===== config.mk =====
export PLATFORM = sky130hd
export DESIGN_NAME = flash_clock_security_index_regs
export DESIGN_NICKNAME = d
export VERILOG_FILES = /design/src/flash_clock_security_index_regs.v
export VERILOG_INCLUDE_DIRS = /design/src /design/src/src
export SDC_FILE = /design/constraint.sdc
export NUM_CORES = 1
export LEC_CHECK = 0
export BUFFER_PORTS_ARGS = -buffer_cell sky130_fd_sc_hd__buf_2
export CORE_MARGIN = 3
export CORE_UTILIZATION = 30
export CTS_CLUSTER_SIZE = 10
export DETAILED_ROUTE_END_ITERATION = 8
export GPL_TIMING_DRIVEN = 1
export PLACE_DENSITY = 0.65
export SLEW_MARGIN = 20
export SYNTH_ARGS = -nofsm -noshare
export SYNTH_HDL_FRONTEND = slang
export SYNTH_SLANG_ARGS = --single-unit

===== constraint.sdc =====
create_clock -name sys_clk -period 3.25 [get_ports sys_clk]
set_input_delay 0.8125 -clock sys_clk [delete_from_list [all_inputs] [get_ports sys_clk]]
set_output_delay 0.8125 -clock sys_clk [all_outputs]
set_load 0.005 [all_outputs]

===== src/flash_regs_defs.vh =====
/*
 * Constants for the flash clock, security and index register slice.
 * Assumes inclusion by bare name from the register slice module only.
 */
`ifndef FLASH_REGS_DEFS_VH
`define FLASH_REGS_DEFS_VH

// ----------------------------------------------------------------------
// Register indices; byte address is four times the index.
// ----------------------------------------------------------------------
`define IDX_TIMING_DIVIDER 2'h0
`define IDX_SECURITY       2'h1
`define IDX_COMMAND_INDEX  2'h2
`define IDX_ECC_INDEX      2'h3
`define IDX_STATUS         3'h4

// ----------------------------------------------------------------------
// Field positions and reset values.
// ----------------------------------------------------------------------
`define DIV_LOADED_BIT     7
`define DIV_VALUE_MSB      6
`define INDEX_MSB          2
`define KEY_MSB            7
`define KEY_LSB            6
`define SEC_MSB            1
`define SEC_LSB            0
`define SEC_UNSECURED      2'h2
`define SEC_ALL_SET        8'hff
`define DIV_RESET          7'h00
`define INDEX_RESET        3'h0
`define KEY_ENABLED        2'h2
`define SYNC_STAGES        2

// ----------------------------------------------------------------------
// Security byte location in the nonvolatile configuration field.
// ----------------------------------------------------------------------
`define SECURITY_BYTE_ADDR 23'h7f_ff0f

`endif


===== src/flash_clock_security_index_regs.v =====
/*
 * Register slice of an embedded flash controller: timing divider, security
 * shadow, command word index and ecc result index, on an Avalon-MM slave.
 * Assumes the reset sequencer supplies the security byte and its fault flag
 * on the same clock, and the oscillator clock comes in as an asynchronous pin.
 */
// How it works
// - Divider writes accepted during flash reset sequence.
// - Divided timing clock lands near one megahertz.
// - Security register readable, writes ignored.
// - Security loaded from nonvolatile byte at reset.
// - Double-bit fault at load sets all security bits.
// - Backdoor enabled only when key field is 10.
// - Unsecured only when security field is 10.
// - Backdoor unlock forces security field to 10.
// - Command index selects command object array word.
// - Command index: only index field writable, rest zero.
// - Ecc index selects ecc result array word.
// - Ecc index: only index field writable, rest zero.
// - Divider bits 6-0 write once, bit 7 read-only.
// - Bit 7 shows divider written since reset.
// - Divider divides oscillator clock into timing clock.
`timescale 1ns/100ps
`include "flash_regs_defs.vh"

module flash_clock_security_index_regs (
   // Clock and reset
   input  wire        sys_clk,
   input  wire        rstn,
   // Avalon-MM slave
   input  wire [4:0]  address,
   input  wire        read,
   input  wire        write,
   input  wire [31:0] writedata,
   input  wire [3:0]  byteenable,
   output reg  [31:0] readdata,
   output reg         waitrequest,
   output reg  [1:0]  response,
   // Reset sequencer
   input  wire        reset_sequence_active,
   input  wire        security_load,
   input  wire [7:0]  security_byte,
   input  wire        security_double_fault,
   input  wire        backdoor_unlock,
   // Flash core side
   input  wire        oscillator_clock,
   output reg         flash_timing_clock,
   output reg  [2:0]  command_index_field,
   output reg  [2:0]  ecc_index_field,
   output reg         backdoor_access_enabled,
   output reg         flash_unsecured
);

   // ----------------------------------------------------------------------
   // Decoding used by several processes.
   // ----------------------------------------------------------------------
   function [1:0] index_of;
      input [4:0] addr;
      begin
         index_of = addr[3:2];
      end
   endfunction

   function in_map;
      input [4:0] addr;
      begin
         in_map = (addr[1:0] == 2'h0) && (addr[4:2] <= `IDX_STATUS);
      end
   endfunction

   function hits;
      input [4:0] addr;
      input [1:0] target;
      begin
         hits = in_map(addr) && !addr[4] && (index_of(addr) == target);
      end
   endfunction

   // Only one code of a two-bit field opens; the three others stay closed.
   function field_open;
      input [1:0] field;
      input [1:0] open_code;
      begin
         field_open = (field == open_code);
      end
   endfunction

   // ----------------------------------------------------------------------
   // Registers and wires.
   // ----------------------------------------------------------------------
   localparam BUS_IDLE   = 1'b0;
   localparam BUS_ANSWER = 1'b1;

   reg                     bus_state;
   reg                     next_bus_state;
   reg  [6:0]              divide_value;
   reg                     divider_loaded_flag;
   reg  [7:0]              security_shadow;
   reg  [`SYNC_STAGES-1:0] osc_sync;
   reg                     osc_prev;
   reg  [6:0]              edge_count;
   reg  [31:0]             next_readdata;

   wire                    request;
   wire                    take;
   wire                    write_take;
   wire                    lane_ok;
   wire                    wr_divider;
   wire                    wr_command_index;
   wire                    wr_ecc_index;
   wire                    rd_hit;
   wire [7:0]              rd_divider;
   wire [7:0]              rd_security;
   wire [7:0]              rd_command_index;
   wire [7:0]              rd_ecc_index;
   wire [31:0]             rd_status;
   wire [1:0]              key_field;
   wire [1:0]              sec_field;
   wire [`SYNC_STAGES-1:0] osc_chain;
   wire                    osc_rise;
   wire                    count_done;

   // ----------------------------------------------------------------------
   // Bus handshake: one wait cycle, then answer; no error for any write.
   // ----------------------------------------------------------------------
   assign request = read || write;
   assign take    = request && (bus_state == BUS_IDLE);

   always @* begin
      next_bus_state = BUS_IDLE;
      case (bus_state)
         BUS_IDLE: begin
            if (request) begin
               next_bus_state = BUS_ANSWER;
            end
         end
         BUS_ANSWER: begin
            // The master drops its request at this edge, so a request never chains.
            next_bus_state = BUS_IDLE;
         end
         default: begin
            next_bus_state = BUS_IDLE;
         end
      endcase
   end

   always @(posedge sys_clk) begin
      if (!rstn) begin
         bus_state   <= BUS_IDLE;
         waitrequest <= 1'b1;
         readdata    <= 32'h0000_0000;
         response    <= 2'h0;
      end else begin
         bus_state   <= next_bus_state;
         waitrequest <= !take;
         readdata    <= next_readdata;
         response    <= 2'h0;
      end
   end

   // ----------------------------------------------------------------------
   // Write strobes; only byte lane 0 carries register data.
   // ----------------------------------------------------------------------
   assign write_take       = take && write;
   assign lane_ok          = byteenable[0];
   assign wr_divider       = write_take && lane_ok
                             && hits(address, `IDX_TIMING_DIVIDER);
   assign wr_command_index = write_take && lane_ok
                             && hits(address, `IDX_COMMAND_INDEX);
   assign wr_ecc_index     = write_take && lane_ok
                             && hits(address, `IDX_ECC_INDEX);

   // ----------------------------------------------------------------------
   // Read path; unused bits and unmapped words read zero.
   // ----------------------------------------------------------------------
   assign rd_hit           = take && read && in_map(address);
   assign rd_divider       = {divider_loaded_flag, divide_value};
   assign rd_security      = security_shadow;
   assign rd_command_index = {5'h00, command_index_field};
   assign rd_ecc_index     = {5'h00, ecc_index_field};
   assign rd_status        = {31'h0000_0000, reset_sequence_active};

   always @* begin
      next_readdata = 32'h0000_0000;
      if (rd_hit) begin
         if (address[4]) begin
            next_readdata = rd_status;
         end else begin
            case (index_of(address))
               `IDX_TIMING_DIVIDER: begin
                  next_readdata = {24'h00_0000, rd_divider};
               end
               `IDX_SECURITY: begin
                  next_readdata = {24'h00_0000, rd_security};
               end
               `IDX_COMMAND_INDEX: begin
                  next_readdata = {24'h00_0000, rd_command_index};
               end
               `IDX_ECC_INDEX: begin
                  next_readdata = {24'h00_0000, rd_ecc_index};
               end
               default: begin
                  next_readdata = 32'h0000_0000;
               end
            endcase
         end
      end
   end

   // ----------------------------------------------------------------------
   // Divider: write once after reset, even during the reset sequence.
   // ----------------------------------------------------------------------
   always @(posedge sys_clk) begin
      if (!rstn) begin
         divide_value <= `DIV_RESET;
      end else if (wr_divider && !divider_loaded_flag) begin
         // The reset sequence does not block this write, as the core is idle then.
         divide_value <= writedata[`DIV_VALUE_MSB:0];
      end
   end

   always @(posedge sys_clk) begin
      if (!rstn) begin
         divider_loaded_flag <= 1'b0;
      end else if (wr_divider) begin
         divider_loaded_flag <= 1'b1;
      end
   end

   // ----------------------------------------------------------------------
   // Security shadow: load at reset, force all ones on a double fault.
   // ----------------------------------------------------------------------
   always @(posedge sys_clk) begin
      if (!rstn) begin
         security_shadow <= `SEC_ALL_SET;
      end else if (security_load) begin
         // A load outranks an unlock in the same cycle, keeping the safer value.
         if (security_double_fault) begin
            security_shadow <= `SEC_ALL_SET;
         end else begin
            security_shadow <= security_byte;
         end
      end else if (backdoor_unlock) begin
         security_shadow[`SEC_MSB:`SEC_LSB] <= `SEC_UNSECURED;
      end
   end

   assign key_field = security_shadow[`KEY_MSB:`KEY_LSB];
   assign sec_field = security_shadow[`SEC_MSB:`SEC_LSB];

   always @(posedge sys_clk) begin
      if (!rstn) begin
         backdoor_access_enabled <= 1'b0;
      end else begin
         backdoor_access_enabled <= field_open(key_field, `KEY_ENABLED);
      end
   end

   always @(posedge sys_clk) begin
      if (!rstn) begin
         flash_unsecured <= 1'b0;
      end else begin
         flash_unsecured <= field_open(sec_field, `SEC_UNSECURED);
      end
   end

   // ----------------------------------------------------------------------
   // Index registers; only the low three bits are stored.
   // ----------------------------------------------------------------------
   always @(posedge sys_clk) begin
      if (!rstn) begin
         command_index_field <= `INDEX_RESET;
      end else if (wr_command_index) begin
         command_index_field <= writedata[`INDEX_MSB:0];
      end
   end

   always @(posedge sys_clk) begin
      if (!rstn) begin
         ecc_index_field <= `INDEX_RESET;
      end else if (wr_ecc_index) begin
         ecc_index_field <= writedata[`INDEX_MSB:0];
      end
   end

   // ----------------------------------------------------------------------
   // Timing clock: toggle every divide_value+1 oscillator rising edges.
   // ----------------------------------------------------------------------
   // The pin is sampled by the system clock, so it must be well slower.
   assign osc_chain = {osc_sync[`SYNC_STAGES-2:0], oscillator_clock};

   genvar stage;
   generate
      for (stage = 0; stage < `SYNC_STAGES; stage = stage + 1) begin : g_sync
         always @(posedge sys_clk) begin
            if (!rstn) begin
               osc_sync[stage] <= 1'b0;
            end else begin
               osc_sync[stage] <= osc_chain[stage];
            end
         end
      end
   endgenerate

   assign osc_rise   = osc_sync[`SYNC_STAGES-1] && !osc_prev;
   assign count_done = (edge_count >= divide_value);

   always @(posedge sys_clk) begin
      if (!rstn) begin
         osc_prev <= 1'b0;
      end else begin
         osc_prev <= osc_sync[`SYNC_STAGES-1];
      end
   end

   always @(posedge sys_clk) begin
      if (!rstn) begin
         edge_count <= 7'h00;
      end else if (divider_loaded_flag && osc_rise) begin
         if (count_done) begin
            edge_count <= 7'h00;
         end else begin
            edge_count <= edge_count + 7'h01;
         end
      end
   end

   always @(posedge sys_clk) begin
      if (!rstn) begin
         flash_timing_clock <= 1'b0;
      end else if (divider_loaded_flag && osc_rise && count_done) begin
         flash_timing_clock <= !flash_timing_clock;
      end
   end

endmodule


-- After elaboration in Yosys (flattened, before gate mapping)
Cells that the tools add are included.
- flip-flop bits (word level): 69
- output and inout port bits: 44
- logic and storage cells: 64
- add/sub/neg operators: 1
- order comparisons: 2
- equality and inequality tests: 5
- muxes and demuxes: 8
- bitwise gates (word level): 3
- reductions and logical operators: 28
- operators with widths (operator ; count):
    $pmux W32 S4 ; 1
    $logic_and A1 B1 Y1 ; 17
    $eq A2 B2 Y1 const B ; 4
    $mux W8 ; 1
    $add A7 B1 Y7 const B ; 1
    $ge A7 B7 Y1 ; 1
    $mux W7 ; 1
    $logic_not A1 Y1 ; 5
    $logic_not A2 Y1 ; 2
    $mux W2 ; 2
    $le A3 B3 Y1 const B ; 1
    $not A1 Y1 ; 3
    $reduce_or A3 Y1 ; 1
    $eq A2 B1 Y1 const B ; 1
    $mux W1 ; 2
    $pmux W1 S2 ; 1
    $reduce_and A2 Y1 ; 1
    $reduce_bool A2 Y1 ; 1
    $logic_or A1 B1 Y1 ; 1

-- Logic depth before layout (Yosys ltp)
- depth after elaboration: 6
- depth in mapped cells: 6
- depth with buffers taken out: 6

-- Worst setup path before layout
No wires, ideal clock.
- path type: input to register
- start point: input address[2]
- end point: register divide_value[0]
- library setup time: 72 ps
- data arrival time: 1753 ps
- data required time: 3178 ps
- slack: 1425 ps
- cell stages on the path: 5
- buffers on the path: 1
- cell sequence: buf_2 > nor2_1 > nand3_1 > nor2_2 > mux2i_1
- cells in the longest elaborated chain, start to end: 6
- RTL lines (element ; line ; source):
    start, declared ; flash_clock_security_index_regs.v:31 ; input wire [4:0] address,
    $le A3 B3 Y1 (no source line) ; - ;
    $logic_and A1 B1 Y1 ; flash_clock_security_index_regs.v:67 ; in_map = (addr[1:0] == 2'h0) && (addr[4:2] <= `IDX_STATUS);
    $logic_and A1 B1 Y1 ; flash_clock_security_index_regs.v:75 ; hits = in_map(addr) && !addr[4] && (index_of(addr) == target);
    $logic_and A1 B1 Y1 * ; flash_clock_security_index_regs.v:75 ;
    $logic_and A1 B1 Y1 * ; flash_clock_security_index_regs.v:166 ; assign wr_divider = write_take && lane_ok
    $logic_and A1 B1 Y1 * ; flash_clock_security_index_regs.v:216 ; end else if (wr_divider && !divider_loaded_flag) begin
    end signal, assigned ; flash_clock_security_index_regs.v:215 ; divide_value <= `DIV_RESET;
    end signal, assigned ; flash_clock_security_index_regs.v:218 ; divide_value <= writedata[`DIV_VALUE_MSB:0];
    end, declared ; flash_clock_security_index_regs.v:96 ; reg [6:0] divide_value;
Every way passes the cells marked *; elsewhere a longest branch is shown, timed or not.
A chain may end at the register's enable or synchronous reset.

-- Worst setup path after layout
- start point: register edge_count[0]
- end point: register edge_count[6]
- cells in the longest elaborated chain, start to end: 2
- RTL lines (element ; line ; source):
    start, declared ; flash_clock_security_index_regs.v:101 ; reg [6:0] edge_count;
    start signal, assigned ; flash_clock_security_index_regs.v:323 ; edge_count <= edge_count + 7'h01;
    $add A7 B1 Y7 / $ge A7 B7 Y1 (equally long branches) ; flash_clock_security_index_regs.v:323, flash_clock_security_index_regs.v:306 ;
    $mux W7 * ; flash_clock_security_index_regs.v:320 ; if (count_done) begin
Marked as above.

==> results.md <==
* Status: finished, final reports clean
* DR iter-0 viols at 62
* Sequential element share of the synthesized area at 0.423
* Sequential power share at 0.543
* Clk_lat worst skew at between 0.2 and 0.3 ns
* Synth top area share at 0.423
* Hold Violations, Final at 0
* H-tree depth at 2
* Crit path max fanout at 7
* Worst EP required at around 3.5 ns
* EDFF count, synth at 0
* Max_slew headroom at 0.569
* Mapped Cells at 225
* Largest net degree at the start of global routing at 39
* Clock-pin transition on the worst setup and hold timing paths at 0.08 ns
* Startpoint Class: flip-flop
* Reg2reg setup slack at 1.26 ns
* Die Y at 90.3 um
* Crit. End Element: flip-flop
* Int Power at 0.000815 W
* Die area at just over 0.008 mm2
* #FFs+latches synth at 45
* Drt pass-1 iters at 4
* Global-route total usage across every layer at 0.104
* CTS tree: built
* Crit path capture: edge_count[6]
* Root Driver: clkbuf_8
* Post-route ant nets at 0
* Hold/Removal Path Class: reg -> reg
* # IOs at 102
* DIE WIDTH at around 90 um
* Hold_buf cts at 0
* First-pass GRT wire length at 6930 um
* DRC errors left at 0
* Core Rows at 30
* Register-to-Register Path Depth at 6
* Layout area overhead at 15.1%
* Crit path largest cell delay at approximately 0.39 ns
* CTS Sinks at 45
* Final period utilization at 0.613
* Vias at 1633
* IO buf count at 47
* Syn_area_per_cell at 9.46 um2
* Post-cts resize count at 0
* Share of cells above drive strength 1 at 0.233
* Async SR Flop Fraction at 0
* DR vias/cell at 4.46
* Leakage power at 1.05 nW
* Switching Fraction at 0.216
* Slowest cell on the critical path: dfxtp_1
* Count of cell types in the netlist at 41
* Commonest cells after routing, fill and taps aside: buf_2 (47), dfxtp_1 (45), conb_1 (26), nand2_1 (24), mux2i_1 (13)
* Initial Utilization at 0.312
* Total CTS buffers at 5
* HPWL Detailed at between 3000 and 4000 um
* Crit path depth at 6
* Routed wire length per instance at approximately 12 um
* Final instance count without filler cells at ~370
* Nets at around 340
* Clk_skew at 0.00540 ns
* Layout fillers at 735
* Overflow after GRT at 0
* Arrival time worst endpoint at 2.20 ns
* Worst Setup SP: edge_count[0]
* Gpl congestion at 0.799
* Synthesized cell area at 0.00213 mm2
* Max_cap viols at 0
* Final WL at 4300 um
* Most common cell after layout, fill and taps aside: buf_2
* Pwr dens at 425 mW/mm2
* Number of synthesis warnings at 0
* Initial antenna violation count at 0
* Logic pwr share at 0.070
* Primary FF master, synth: dfxtp_1
* Setup CP Type: reg -> reg
* Peak supply drop at 0.000243 V
* Core ar. at 0.00683 mm2
* Post-placement cell count at 359
* CTS Buffer Depth at 2
* Reg2reg end: edge_count[6]
* Highest Clock Rate at 502 MHz
* N_diodes at 0
* Worst-margin pin slew at 0.647 ns
* Clk pwr share at 0.387
* Slew Limit Fails at 0
* R2r startpoint: edge_count[0]
* Critical-path cell list: inv_1 > ha_1 > nand2b_1 > a211oi_1 > o211ai_1 > a221oi_2
* CP delay by family, top: compound AO/OA/AOI/OAI gates
* Placed Area at ~0.0023 mm2
* Number of global-route vias before repair at 1481
* Setup TNS at 0 ns
* Buf/Inv on CP at 1
* Clock period minus worst slack at 1.99 ns
* Area of the multi-input gates at 0.00104 mm2
* Setup bufs post-CTS at 0
* Cell taking the most area after synthesis: dfxtp_1
* Area contributors post-synth: dfxtp_1 (42%), buf_4 (9.2%), mux2i_1 (6.1%)
* Design Area, Final at between 0.002 and 0.0025 mm2
* Sw Pwr at around 0.00023 W
* RSZ-0062 raised after global routing: no
* # setup viols final at 0
* Storage cell area at approximately 900 um2
==> worst min-delay path by stage <==
stage | slack, ns | start | depth (start not counted) | endpoint
final | 0.44 | osc_chain[1] | 1 | osc_sync[1]
after global routing | 0.46 | osc_chain[1] | 1 | osc_sync[1]
after CTS | 0.45 | osc_chain[1] | 1 | osc_sync[1]
after detailed placement | 0.42 | osc_chain[1] | 1 | osc_sync[1]
after global placement | 0.41 | osc_chain[1] | 1 | osc_sync[1]
after floorplan | 0.41 | rd_security[6] | 1 | backdoor_access_enabled
==> power by group through the flow <==
| stage | clock, W | sequential [W] | combinational (W) |
|---|---|---|---|
| 5_1_grt | 0.000440 | 0.000566 | 0.0000826 |
| 3_3_place_gp | 0 | 0.000578 | 0.0000718 |
| 6_report | 0.000403 | 0.000565 | 0.0000728 |
| 2_1_floorplan | 0 | 0.000577 | 0.0000674 |
| 3_5_place_dp | 0 | 0.000578 | 0.0000727 |
| 4_1_cts | 0.000420 | 0.000565 | 0.0000731 |
==> final cells by class <==
type | count | area share
Multi-Input combinational cell | 158 | 0.424
Sequential cell | 45 | 0.368
Timing Repair Buffer | 48 | 0.0990
Tap cell | 96 | 0.0490
Clock buffer | 5 | 0.0281
Inverter | 12 | 0.0184
Clock inverter | 2 | 0.0143
==> state kept, by name, indices dropped and copies added (netlist names) <==
register,cells
edge_count,7
ecc_index_field,3
command_index_field,3
rd_security,8
flash_unsecured,1
divider_loaded_flag,1
flash_timing_clock,1
osc_chain,1
readdata,8
osc_prev,1
bus_state,1
divide_value,7
backdoor_access_enabled,1
waitrequest,1
osc_sync,1
==> stage by stage <==
stage          hold slack, ns  worst slack (ns)  power, W  utilization
4_1_cts                 0.445              1.25   0.00106        0.359
3_3_place_gp            0.414              1.07  0.000650        0.344
3_5_place_dp            0.422              1.02  0.000651        0.344
2_1_floorplan           0.411              1.42  0.000644            -
6_report                0.442              1.26   0.00104        0.359
5_1_grt                 0.455              1.04   0.00109        0.359
==> metal layers <==
layer  part of all wire  GRT usage  wire length, um  vias up
li1                   -          -                -      822
met1               0.47      0.131             2030      760
met2               0.46      0.174             1990       46
met3              0.052     0.0225              222        5
met4              0.011     0.0383               48        0
met5                  0          0                0        -
==> worst reg2reg max path, delay by kind of cell (launching register included) <==
kind                     cells  cell delay (ns)
AO/OA/AOI/OAI                3             1.05
flip-flops                   1             0.39
adder cells (fa/ha/maj)      1             0.27
AND/OR/NAND/NOR              1             0.15
buffers and inverters        1             0.07
==> cells in the mapped netlist (all sizes together), types with 6 or more instances <==
library cell / count
dfxtp: 45
buf: 29
nand2: 25
mux2i: 13
inv: 12
nand3: 10
nor2: 9
o21ai: 9
ha: 8
a211oi: 7
clkbuf: 6
o22ai: 6
==> cells by family (layout without fill, tap and decap cells) <==
group / count (synthesis) / after routing / share of synthesized area
simple gates: 70 / 70 / 0.174
buf+inv: 47 / 67 / 0.133
flops: 45 / 45 / 0.423
compound gates: 33 / 33 / 0.108
mux: 16 / 16 / 0.0928
fa+ha+maj: 8 / 8 / 0.0470
xor+xnor: 5 / 5 / 0.0206
other cells: 1 / 26 / 0.00176
Note: power is estimated with default switching activity, not from simulation.
